===== config.mk =====
export PLATFORM = sky130hd
export DESIGN_NAME = adcc_top
export DESIGN_NICKNAME = d
export VERILOG_FILES = /design/src/adcc_pkg.sv /design/src/adcc_clk_div.sv /design/src/adcc_top.sv
export SDC_FILE = /design/constraint.sdc
export NUM_CORES = 1
export LEC_CHECK = 0
export BUFFER_PORTS_ARGS = -buffer_cell sky130_fd_sc_hd__buf_2
export CAP_MARGIN = 20
export CORE_MARGIN = 4
export CORE_UTILIZATION = 27
export CTS_BUF_LIST = sky130_fd_sc_hd__clkbuf_8
export DETAILED_ROUTE_END_ITERATION = 10
export SLEW_MARGIN = 5
export SYNTH_ARGS = -nofsm -noshare
export SYNTH_HDL_FRONTEND = slang
export SYNTH_SLANG_ARGS = --single-unit

===== constraint.sdc =====
create_clock -name clk -period 2 [get_ports clk]
set_input_delay 0.1 -clock clk [delete_from_list [all_inputs] [get_ports clk]]
set_output_delay 0.1 -clock clk [all_outputs]
set_load 0.005 [all_outputs]

===== src/adcc_pkg.sv =====
// constants and types shared by the conversion control block
// assumes a byte-wide register port with two address bits
package adcc_pkg;

   // register port
   localparam int         ADDR_W        = 2;
   localparam logic [1:0] OFS_CSR       = 2'h0;
   localparam logic [1:0] OFS_RES_HIGH  = 2'h1;
   localparam logic [1:0] OFS_RES_LOW   = 2'h2;

   // conv_control_status field positions
   localparam int         BIT_DONE      = 7;
   localparam int         BIT_SPEED     = 6;
   localparam int         BIT_ON        = 5;
   localparam int         BIT_IRQ_EN    = 4;
   localparam int         BIT_SINGLE    = 3;
   localparam int         CHAN_MSB      = 2;
   localparam int         CHAN_LSB      = 0;

   // reset values
   localparam logic [7:0] CSR_RST       = 8'h00;
   localparam logic [7:0] RES_HIGH_RST  = 8'h00;
   localparam logic [7:0] RES_LOW_RST   = 8'h00;

   // result layout
   localparam int         RES_W         = 10;
   localparam int         RES_HIGH_LSB  = 2;

   // converter clock cycles per conversion, plain default
   localparam int         CONV_CYCLES_DEF = 14;

   // divider end counts: cpu clock over 2 or over 4
   localparam logic [1:0] DIV2_LAST     = 2'h1;
   localparam logic [1:0] DIV4_LAST     = 2'h3;

   // sequencer states, gray along idle-sample-convert-load
   typedef enum logic [1:0] {
      ADCC_IDLE   = 2'h0,
      ADCC_SAMPLE = 2'h1,
      ADCC_CONV   = 2'h3,
      ADCC_LOAD   = 2'h2
   } adcc_state_t;

endpackage


===== src/adcc_clk_div.sv =====
// converter clock divider: tick and clock out at cpu clock over 2 or 4
// assumes run is a registered level from the sequencer on the same clock
`timescale 1ns/100ps
module adcc_clk_div (
   // clock and reset
   input  wire logic clk,
   input  wire logic rst,
   // control
   input  wire logic speed,
   input  wire logic run,
   // outputs
   output logic      tick,
   output logic      conv_clk
);

   typedef struct packed {
      logic [1:0] cnt;
      logic       tick_r;
      logic       clk_r;
   } adcc_div_t;

   adcc_div_t s_r;
   adcc_div_t s_nxt;
   logic [1:0] last;

   // phase restarts with each conversion so every one takes the same time
   always_comb begin
      s_nxt = s_r;
      last = speed ? adcc_pkg::DIV4_LAST : adcc_pkg::DIV2_LAST;
      if (!run || s_r.cnt == last) begin
         s_nxt.cnt = 2'h0;
      end else begin
         s_nxt.cnt = s_r.cnt + 2'h1;
      end
      s_nxt.tick_r = run && (s_r.cnt == last);
      s_nxt.clk_r = run && (speed ? s_nxt.cnt[1] : s_nxt.cnt[0]);
   end

   always_ff @(posedge clk) begin
      if (rst) begin
         s_r <= '0;
      end else begin
         s_r <= s_nxt;
      end
   end

   assign tick = s_r.tick_r;
   assign conv_clk = s_r.clk_r;
endmodule


===== src/adcc_top.sv =====
// control and status of a 10-bit successive approximation converter
// assumes the converter core runs on clk and holds conv_data valid in the load state
//
// Behaviour
// - done flag set at end, cleared by high read
// - channel rewrite mid-conversion restarts on new channel
// - low byte read locks both result bytes
// - high read or converter off releases lock
// - continuous mode keeps locked results unchanged
// - cpu wait mode leaves conversion untouched
// - halt disables converter; software waits to settle
// - irq when done and enabled; wakes wait only
// - status resets zero; done flag read-only
// - speed bit picks cpu clock over 2 or 4
// - on bit starts/stops; cleared after single conversion
// - irq enable bit gates done interrupt
// - mode bit: zero continuous, one single
// - three bits pick channel zero to seven
// - high result byte gives bits nine to two
// - low result byte gives bits one, zero
// - done flag low during started conversion
// - continuous mode converts repeatedly, result held
`timescale 1ns/100ps
module adcc_top #(
   parameter int CONV_CYCLES = adcc_pkg::CONV_CYCLES_DEF
) (
   // clock and reset
   input  wire logic                        clk,
   input  wire logic                        rst,
   // register port
   input  wire logic [adcc_pkg::ADDR_W-1:0] addr,
   input  wire logic [7:0]                  wdata,
   input  wire logic                        wr_en,
   input  wire logic                        rd_en,
   output logic      [7:0]                  rdata,
   // cpu power modes
   input  wire logic                        wait_mode,
   input  wire logic                        halt_mode,
   // interrupt and wakeup
   output logic                             irq,
   output logic                             wait_wakeup,
   // converter core
   input  wire logic [adcc_pkg::RES_W-1:0]  conv_data,
   output logic                             conv_enable,
   output logic                             conv_sample,
   output logic      [2:0]                  conv_channel,
   output logic                             conv_clk
);

   localparam int CNT_W = (CONV_CYCLES > 2) ? $clog2(CONV_CYCLES) : 1;
   localparam logic [CNT_W-1:0] CNT_LAST = CNT_W'(CONV_CYCLES - 1);

   typedef struct packed {
      adcc_pkg::adcc_state_t           state;
      logic [CNT_W-1:0]                cnt;
      logic                            done_r;
      logic                            speed_r;
      logic                            on_r;
      logic                            irq_en_r;
      logic                            single_r;
      logic [2:0]                      chan_r;
      logic [adcc_pkg::RES_W-1:0]      result_r;
      logic                            locked_r;
      logic [7:0]                      rdata_r;
      logic                            irq_r;
      logic                            wake_r;
      logic                            enable_r;
      logic                            sample_r;
      logic [2:0]                      channel_r;
   } adcc_regs_t;

   adcc_regs_t s_r;
   adcc_regs_t s_nxt;

   logic wr_csr;
   logic rd_csr;
   logic rd_high;
   logic rd_low;
   logic busy;
   logic start_on;
   logic chan_change;
   logic stop;
   logic load;
   logic single_end;
   logic on_fall;
   logic tick;
   logic run;
   logic [7:0] csr_view;

   assign wr_csr  = wr_en && (addr == adcc_pkg::OFS_CSR);
   assign rd_csr  = rd_en && (addr == adcc_pkg::OFS_CSR);
   assign rd_high = rd_en && (addr == adcc_pkg::OFS_RES_HIGH);
   assign rd_low  = rd_en && (addr == adcc_pkg::OFS_RES_LOW);
   assign busy    = (s_r.state != adcc_pkg::ADCC_IDLE);
   assign load    = (s_r.state == adcc_pkg::ADCC_LOAD);
   assign run     = (s_r.state == adcc_pkg::ADCC_CONV);

   // a fresh start from off, or a new channel while a conversion runs
   assign start_on    = wr_csr && wdata[adcc_pkg::BIT_ON] && !s_r.on_r;
   assign chan_change = wr_csr && wdata[adcc_pkg::BIT_ON] && s_r.on_r && busy &&
                        (wdata[adcc_pkg::CHAN_MSB:adcc_pkg::CHAN_LSB] != s_r.chan_r);
   assign stop        = wr_csr && !wdata[adcc_pkg::BIT_ON];
   assign single_end  = load && s_r.single_r;
   assign on_fall     = stop || (single_end && !wr_csr);

   assign csr_view = {s_r.done_r, s_r.speed_r, s_r.on_r, s_r.irq_en_r,
                      s_r.single_r, s_r.chan_r};

   adcc_clk_div u_div (
      .clk      (clk),
      .rst      (rst),
      .speed    (s_r.speed_r),
      .run      (run),
      .tick     (tick),
      .conv_clk (conv_clk)
   );

   always_comb begin
      s_nxt = s_r;
      s_nxt.rdata_r = 8'h00;

      // sequencer; wait mode has no say here
      case (s_r.state)
         adcc_pkg::ADCC_IDLE: begin
            s_nxt.cnt = '0;
            if (s_r.on_r && !halt_mode) begin
               s_nxt.state = adcc_pkg::ADCC_SAMPLE;
            end
         end
         adcc_pkg::ADCC_SAMPLE: begin
            s_nxt.cnt = '0;
            s_nxt.state = adcc_pkg::ADCC_CONV;
         end
         adcc_pkg::ADCC_CONV: begin
            if (tick) begin
               if (s_r.cnt == CNT_LAST) begin
                  s_nxt.state = adcc_pkg::ADCC_LOAD;
               end else begin
                  s_nxt.cnt = s_r.cnt + 1'b1;
               end
            end
         end
         adcc_pkg::ADCC_LOAD: begin
            s_nxt.cnt = '0;
            if (s_r.single_r) begin
               s_nxt.state = adcc_pkg::ADCC_IDLE;
            end else begin
               s_nxt.state = adcc_pkg::ADCC_SAMPLE;
            end
         end
         default: begin
            s_nxt.state = adcc_pkg::ADCC_IDLE;
            s_nxt.cnt = '0;
         end
      endcase

      // a locked pair keeps the older sample; its bytes never mix
      if (load && !s_r.locked_r && !rd_low) begin
         s_nxt.result_r = conv_data;
      end
      if (single_end) begin
         s_nxt.on_r = 1'b0;
      end

      // set by end of conversion wins over the clearing high read
      s_nxt.done_r = load || (s_r.done_r && !(rd_high || start_on));

      // low read locks; a same-cycle hardware off cannot undo it
      s_nxt.locked_r = rd_low || (s_r.locked_r && !(rd_high || on_fall));

      // software writes all but the done flag
      if (wr_csr) begin
         s_nxt.speed_r  = wdata[adcc_pkg::BIT_SPEED];
         s_nxt.on_r     = wdata[adcc_pkg::BIT_ON];
         s_nxt.irq_en_r = wdata[adcc_pkg::BIT_IRQ_EN];
         s_nxt.single_r = wdata[adcc_pkg::BIT_SINGLE];
         s_nxt.chan_r   = wdata[adcc_pkg::CHAN_MSB:adcc_pkg::CHAN_LSB];
      end
      if (!halt_mode && (start_on || chan_change)) begin
         s_nxt.state = adcc_pkg::ADCC_SAMPLE;
         s_nxt.cnt = '0;
      end
      if (stop) begin
         s_nxt.state = adcc_pkg::ADCC_IDLE;
      end
      // halt drops any conversion; it resumes from scratch after wakeup
      if (halt_mode) begin
         s_nxt.state = adcc_pkg::ADCC_IDLE;
      end

      // read data stand only in the cycle after the strobe
      if (rd_csr) begin
         s_nxt.rdata_r = csr_view;
      end else if (rd_high) begin
         s_nxt.rdata_r = s_r.result_r[adcc_pkg::RES_W-1:adcc_pkg::RES_HIGH_LSB];
      end else if (rd_low) begin
         s_nxt.rdata_r = {6'h00, s_r.result_r[adcc_pkg::RES_HIGH_LSB-1:0]};
      end

      s_nxt.irq_r = s_nxt.done_r && s_nxt.irq_en_r;
      s_nxt.wake_r = s_nxt.irq_r && wait_mode && !halt_mode;
      s_nxt.enable_r = s_nxt.on_r && !halt_mode;
      s_nxt.sample_r = (s_nxt.state == adcc_pkg::ADCC_SAMPLE);
      s_nxt.channel_r = s_nxt.chan_r;
   end

   always_ff @(posedge clk) begin
      if (rst) begin
         s_r <= '0;
      end else begin
         s_r <= s_nxt;
      end
   end

   assign rdata        = s_r.rdata_r;
   assign irq          = s_r.irq_r;
   assign wait_wakeup  = s_r.wake_r;
   assign conv_enable  = s_r.enable_r;
   assign conv_sample  = s_r.sample_r;
   assign conv_channel = s_r.channel_r;
endmodule


Yosys cells after proc, flatten, opt, wreduce, memory -nomap -nowiden
Index checks and enable logic that the tools add are counted.
{"block": "word_totals", "register_bits": 41, "in_bits": 26, "out_inout_bits": 16, "elab_cells": 93}
{"block": "classes", "addsub": 2, "n_eq_ne": 11, "mux": 17, "reduce_logical": 45}
{"cell": "logical AND 1 bit", "n": 24}
{"cell": "one-hot mux 6 bit (4 select lines)", "n": 1}
{"cell": "two-way mux 6 bit", "n": 3}
{"cell": "two-way mux 8 bit", "n": 2}
{"cell": "two-way mux 2 bit", "n": 7}
{"cell": "logical NOT 1 bit", "n": 9}
{"cell": "logical OR 1 bit", "n": 7}
{"cell": "equality test 2 x 1 -> 1 bit (second input constant)", "n": 3}
{"cell": "equality test 2 bit (second input constant)", "n": 3}
{"cell": "adder 4 x 1 -> 4 bit (second input constant)", "n": 1}
{"cell": "equality test 4 bit (second input constant)", "n": 1}
{"cell": "logical NOT 2 bit", "n": 2}
{"cell": "two-way mux 4 bit", "n": 1}
{"cell": "inequality test 2 bit (second input constant)", "n": 2}
{"cell": "two-way mux 1 bit", "n": 3}
{"cell": "inequality test 3 bit", "n": 1}
{"cell": "adder 2 x 1 -> 2 bit (second input constant)", "n": 1}
{"cell": "equality test 2 bit", "n": 1}
{"cell": "AND reduction 2 bit", "n": 1}
{"cell": "nonzero test 2 bit", "n": 1}
{"cell": "OR reduction 2 bit", "n": 1}

Logic depth before layout (Yosys ltp)
{"block": "logic_depth", "depth_word": 12, "ltp_mapped": 6, "ltp_nobuf": 6}

Cells and area by module
From an unflattened synthesis, not the netlist that was laid out.
{"block": "hier_totals", "cells_unflattened": 175, "area_unflattened_um2": 1741.7}
{"mod": "adcc_top", "n_inst": 1, "cells_per_inst": 161, "area_per_inst_um2": 1602.8, "seq_area_each_um2": 740.7}
{"mod": "adcc_clk_div", "n_inst": 1, "cells_per_inst": 14, "area_per_inst_um2": 138.9, "seq_area_each_um2": 80.1}

Worst setup path after synthesis
No wires, ideal clock.
{"block": "synth_path", "path_type": "register to register", "startpoint": "register s_r[38] (netlist bit)", "endpoint": "register s_r[16] (netlist bit)", "setup_ns": 0.128, "arrival_ns": 1.180, "t_required_ns": 1.872, "setup_slack_ns": 0.693, "stages_incl_launch_ff": 7, "n_path_buf": 2, "synth_period_minus_slack_ns": 1.307, "cell_sequence": "dfxtp_1 buf_2 nand2b_1 a211o_1 buf_6 mux2i_1 nor2_1"}
{"block": "synth_via", "elab_chain_len": 3}
{"item": "start: declaration", "line": "adcc_top.sv:72", "rtl": "adcc_regs_t s_r;"}
{"item": "start signal: assignment", "line": "adcc_top.sv:211", "rtl": "s_r <= s_nxt;"}
{"item": "equality test 2 bit", "line": "adcc_top.sv:95", "rtl": "assign load = (s_r.state == adcc_pkg::ADCC_LOAD);"}
{"item": "logical AND 1 bit (2 in a row)", "line": "adcc_top.sv:158", "rtl": "if (load && !s_r.locked_r && !rd_low) begin"}
Every way passes these cells.
A chain may end at the register's enable or synchronous reset.

Worst setup path in the final report
{"block": "layout_path", "startpoint": "register s_r[38] (netlist bit)", "endpoint": "register s_r[24] (netlist bit)"}
The elaborated chain is that of the path after synthesis.

==> flow_metrics.tcl <==
set metrics [dict create \
    status "finished clean" \
    die_area_um2 7967 \
    worstSetupEndpointType "register" \
    crit_buf_inv 0 \
    finalSetupViolations 0 \
    cp_slowest_stage_delay_ns 0.49 \
    synth_seq_area_share 0.4604 \
    nets 234 \
    syn_nets 204 \
    final.min_clock_period_ns 1.558 \
    root_buffer "clkbuf_8" \
    drv_cap 0 \
    overflow 0 \
    critPathKind "register to register" \
    worstPathArrival_ns 1.73 \
    htree_levels 2 \
    post-route-util 0.3192 \
    synth_area_leaders "dfxtp_1, mux2i_1, nor2_1" \
    p_per_area_nw_per_um2 701.6 \
    fmax_mhz 641.8 \
    cts_buffers 5 \
    drive_above_1_share 0.2657 \
    rows 29 \
    finalWirelength_um 3506 \
    cts-hold-fix-buffers 0 \
    synthXorXnorAreaFrac 0.02947 \
    place.port_buffers 40 \
    skew_ns 0.001070 \
    ir_drop_mv 0.2220 \
    leakagePower_nw 0.9319 \
    whs_ns 0.03515 \
    cts.sinks 41 \
    grt_use_total 0.09684 \
    slew_headroom 0.5957 \
    regArea_um2 820.8 \
    pwr-share-clk 0.349 \
    crit_slowest_cell "a211o_1" \
    postCtsResizedCells 0 \
    syn_inst 176 \
    synth_largest_area_cell "dfxtp_1" \
    wire_per_inst_um 12.35 \
    path_cells "nand2b_1, a211o_1, mux2i_1, nor2_1" \
    multi_input_area_um2 829.5 \
    muxShareOfSynthArea 0.1467 \
    finalSetupTns_ns 0 \
    required_ns 2.17 \
    insertion_delay_ns 0.29 \
    power_switching_share 0.2273 \
    synth-simple-area-share 0.2098 \
    vias 1250 \
    area_growth_pct 14.32 \
    synth_fa_ha_area_frac 0.01404 \
    setup.worst_path.start_class "register" \
    diodes 0 \
    cts_tree "built" \
    grt_max_degree 24 \
    critical_path_depth 4 \
    post-route-period-util 0.7791 \
    coreArea_um2 6386 \
    hpwlAfterDp_um 2634 \
    detail-route-antenna-nets 0 \
    p_seq_frac 0.583 \
    die_w_um 89.26 \
    synth-compound-area-share 0.06526 \
    antenna_found_initial 0 \
    path_max_fanout 10 \
    reg2regPathDepth 4 \
    internal_power_mw 1.105 \
    drt_iter0_drc 68 \
    ys_ff_latch 41 \
    via_per_inst 4.401 \
    rsz0062_at_grt "no" \
    tightest_slew_ns 0.6038 \
    io_pins 42 \
    fillers 695 \
    drc 0 \
    hold_violations 0 \
    grt_pass1_wl_um 5699 \
    clk_pin_slew_ns 0.07 \
    synth.top_cell.area_share 0.4604 \
    die_height_um 89.26 \
    crit_family "compound AO/OA/AOI/OAI gates" \
    hp-class "input pin to register" \
    synth_area_um2 1783 \
    drtPass1Iterations 4 \
    first_global_vias 1201 \
    switchingPower_mw 0.3251 \
    synth_warnings 0 \
    slew_violations 0 \
    avgSynthCellArea_um2 10.13 \
    gp_congestion 0.7888 \
    synth.distinct_cells 40 \
    post_cts_buffers 0 \
    synth_top_family_by_area "simple AND/OR/NAND/NOR gates" \
    pwr-share-comb 0.068 \
    clockBufferDepth 2 \
    floorplan.initialDensity 0.2792 \
    hold_depth 3 \
]
-- cells in the mapped netlist, drive strengths merged --
cell / count
a2111oi: 1
o211ai: 1
and2: 1
xnor2: 1
inv: 1
nand3b: 4
nand3: 2
nand2b: 2
nor4: 1
and4b: 1
mux2: 1
buf: 16
nand2: 5
and4: 1
nand4: 1
and2b: 1
a211o: 1
nor3: 3
and3: 2
mux2i: 25
o32ai: 2
nor2b: 5
or3: 2
clkbuf: 2
a211oi: 1
ha: 2
or2: 2
a21o: 1
nand4bb: 1
xor2: 5
nor3b: 1
dfxtp: 41
nor2: 32
a21oi: 8
-- routing by layer --
metal	up-vias	GRT usage	share of wire
li1	649	-	-
met1	567	0.1115	0.43
met2	27	0.1514	0.46
met3	7	0.04700	0.079
met4	0	0.04465	0.021
met5	-	0	0
-- flip-flops by register name, indices dropped and copies added (netlist names) --
name,flops
conv_channel,3
conv_enable,1
conv_sample,1
csr_view,5
irq,1
rdata,8
s_r,17
u_div.conv_clk,1
u_div.s_r,2
u_div.tick,1
wait_wakeup,1
-- cells by family (layout without fill, tap and decap cells) --
kind of cell             Yosys count  count (layout)
AO/OA/AOI/OAI                     15              15
flip-flops                        41              41
buffers and inverters             19              50
AND/OR/NAND/NOR                   67              67
XOR/XNOR                           6               6
adder cells (fa/ha/maj)            2               2
multiplexers                      26              26
-- path summary, 6_finish.rpt --
| kind | startpoint | to | slack, ns |
|---|---|---|---|
| worst min-delay path | conv_data[2] | s_r[18] | 0.04 |
| worst min register to register | u_div.s_r[2] | u_div.tick | 0.49 |
| worst max register to register | s_r[38] | s_r[24] | 0.44 |
| worst max-delay path | s_r[38] | s_r[24] | 0.44 |
-- worst reg2reg max path, stage by stage, from the launching register on --
cell      delay [ns]
dfxtp_1         0.45
nand2b_1        0.19
a211o_1         0.49
mux2i_1         0.25
nor2_1          0.05
-- cell usage in the layout, fill, tap and decap left out, types with 3 or more instances in the layout --
| cell | count |
|---|---|
| dfxtp_1 | 41 |
| buf_2 | 40 |
| nor2_1 | 32 |
| mux2i_1 | 25 |
| a21oi_1 | 8 |
| nand2_1 | 5 |
| xor2_1 | 5 |
| clkbuf_8 | 5 |
| inv_1 | 4 |
| nand3b_1 | 4 |
| nor2b_1 | 4 |
| nor3_1 | 3 |
-- stage by stage --
step                      instance area (µm²)  instances  setup slack [ns]  total power [mW]
after global routing                     2038        284            0.2864             1.501
after floorplan                          1783        176            0.6926            0.9099
after CTS                                2038        284            0.4158             1.456
final                                    2038        284            0.4418             1.430
after global placement                   1958        276            0.3667            0.9513
after detailed placement                 1958        276            0.3611            0.9520
-- power by group through the flow --
| stage | Combinational, mW | Sequential, mW | Clock [mW] |
|---|---|---|---|
| final | 0.0979 | 0.833 | 0.499 |
| after global placement | 0.0993 | 0.852 | 0 |
| after floorplan | 0.0605 | 0.849 | 0 |
| after global routing | 0.109 | 0.835 | 0.558 |
| after CTS | 0.100 | 0.833 | 0.523 |
| after detailed placement | 0.0997 | 0.852 | 0 |
-- layout make-up --
cell class	count	area share
multi-input cells	116	0.4070
flip-flops and latches	41	0.4027
repair buffers	41	0.1019
well taps	77	0.04727
clock buffers	5	0.03376
clock inverters	3	0.005525
inverters	1	0.001842
Power figures use the tool's default switching activity.
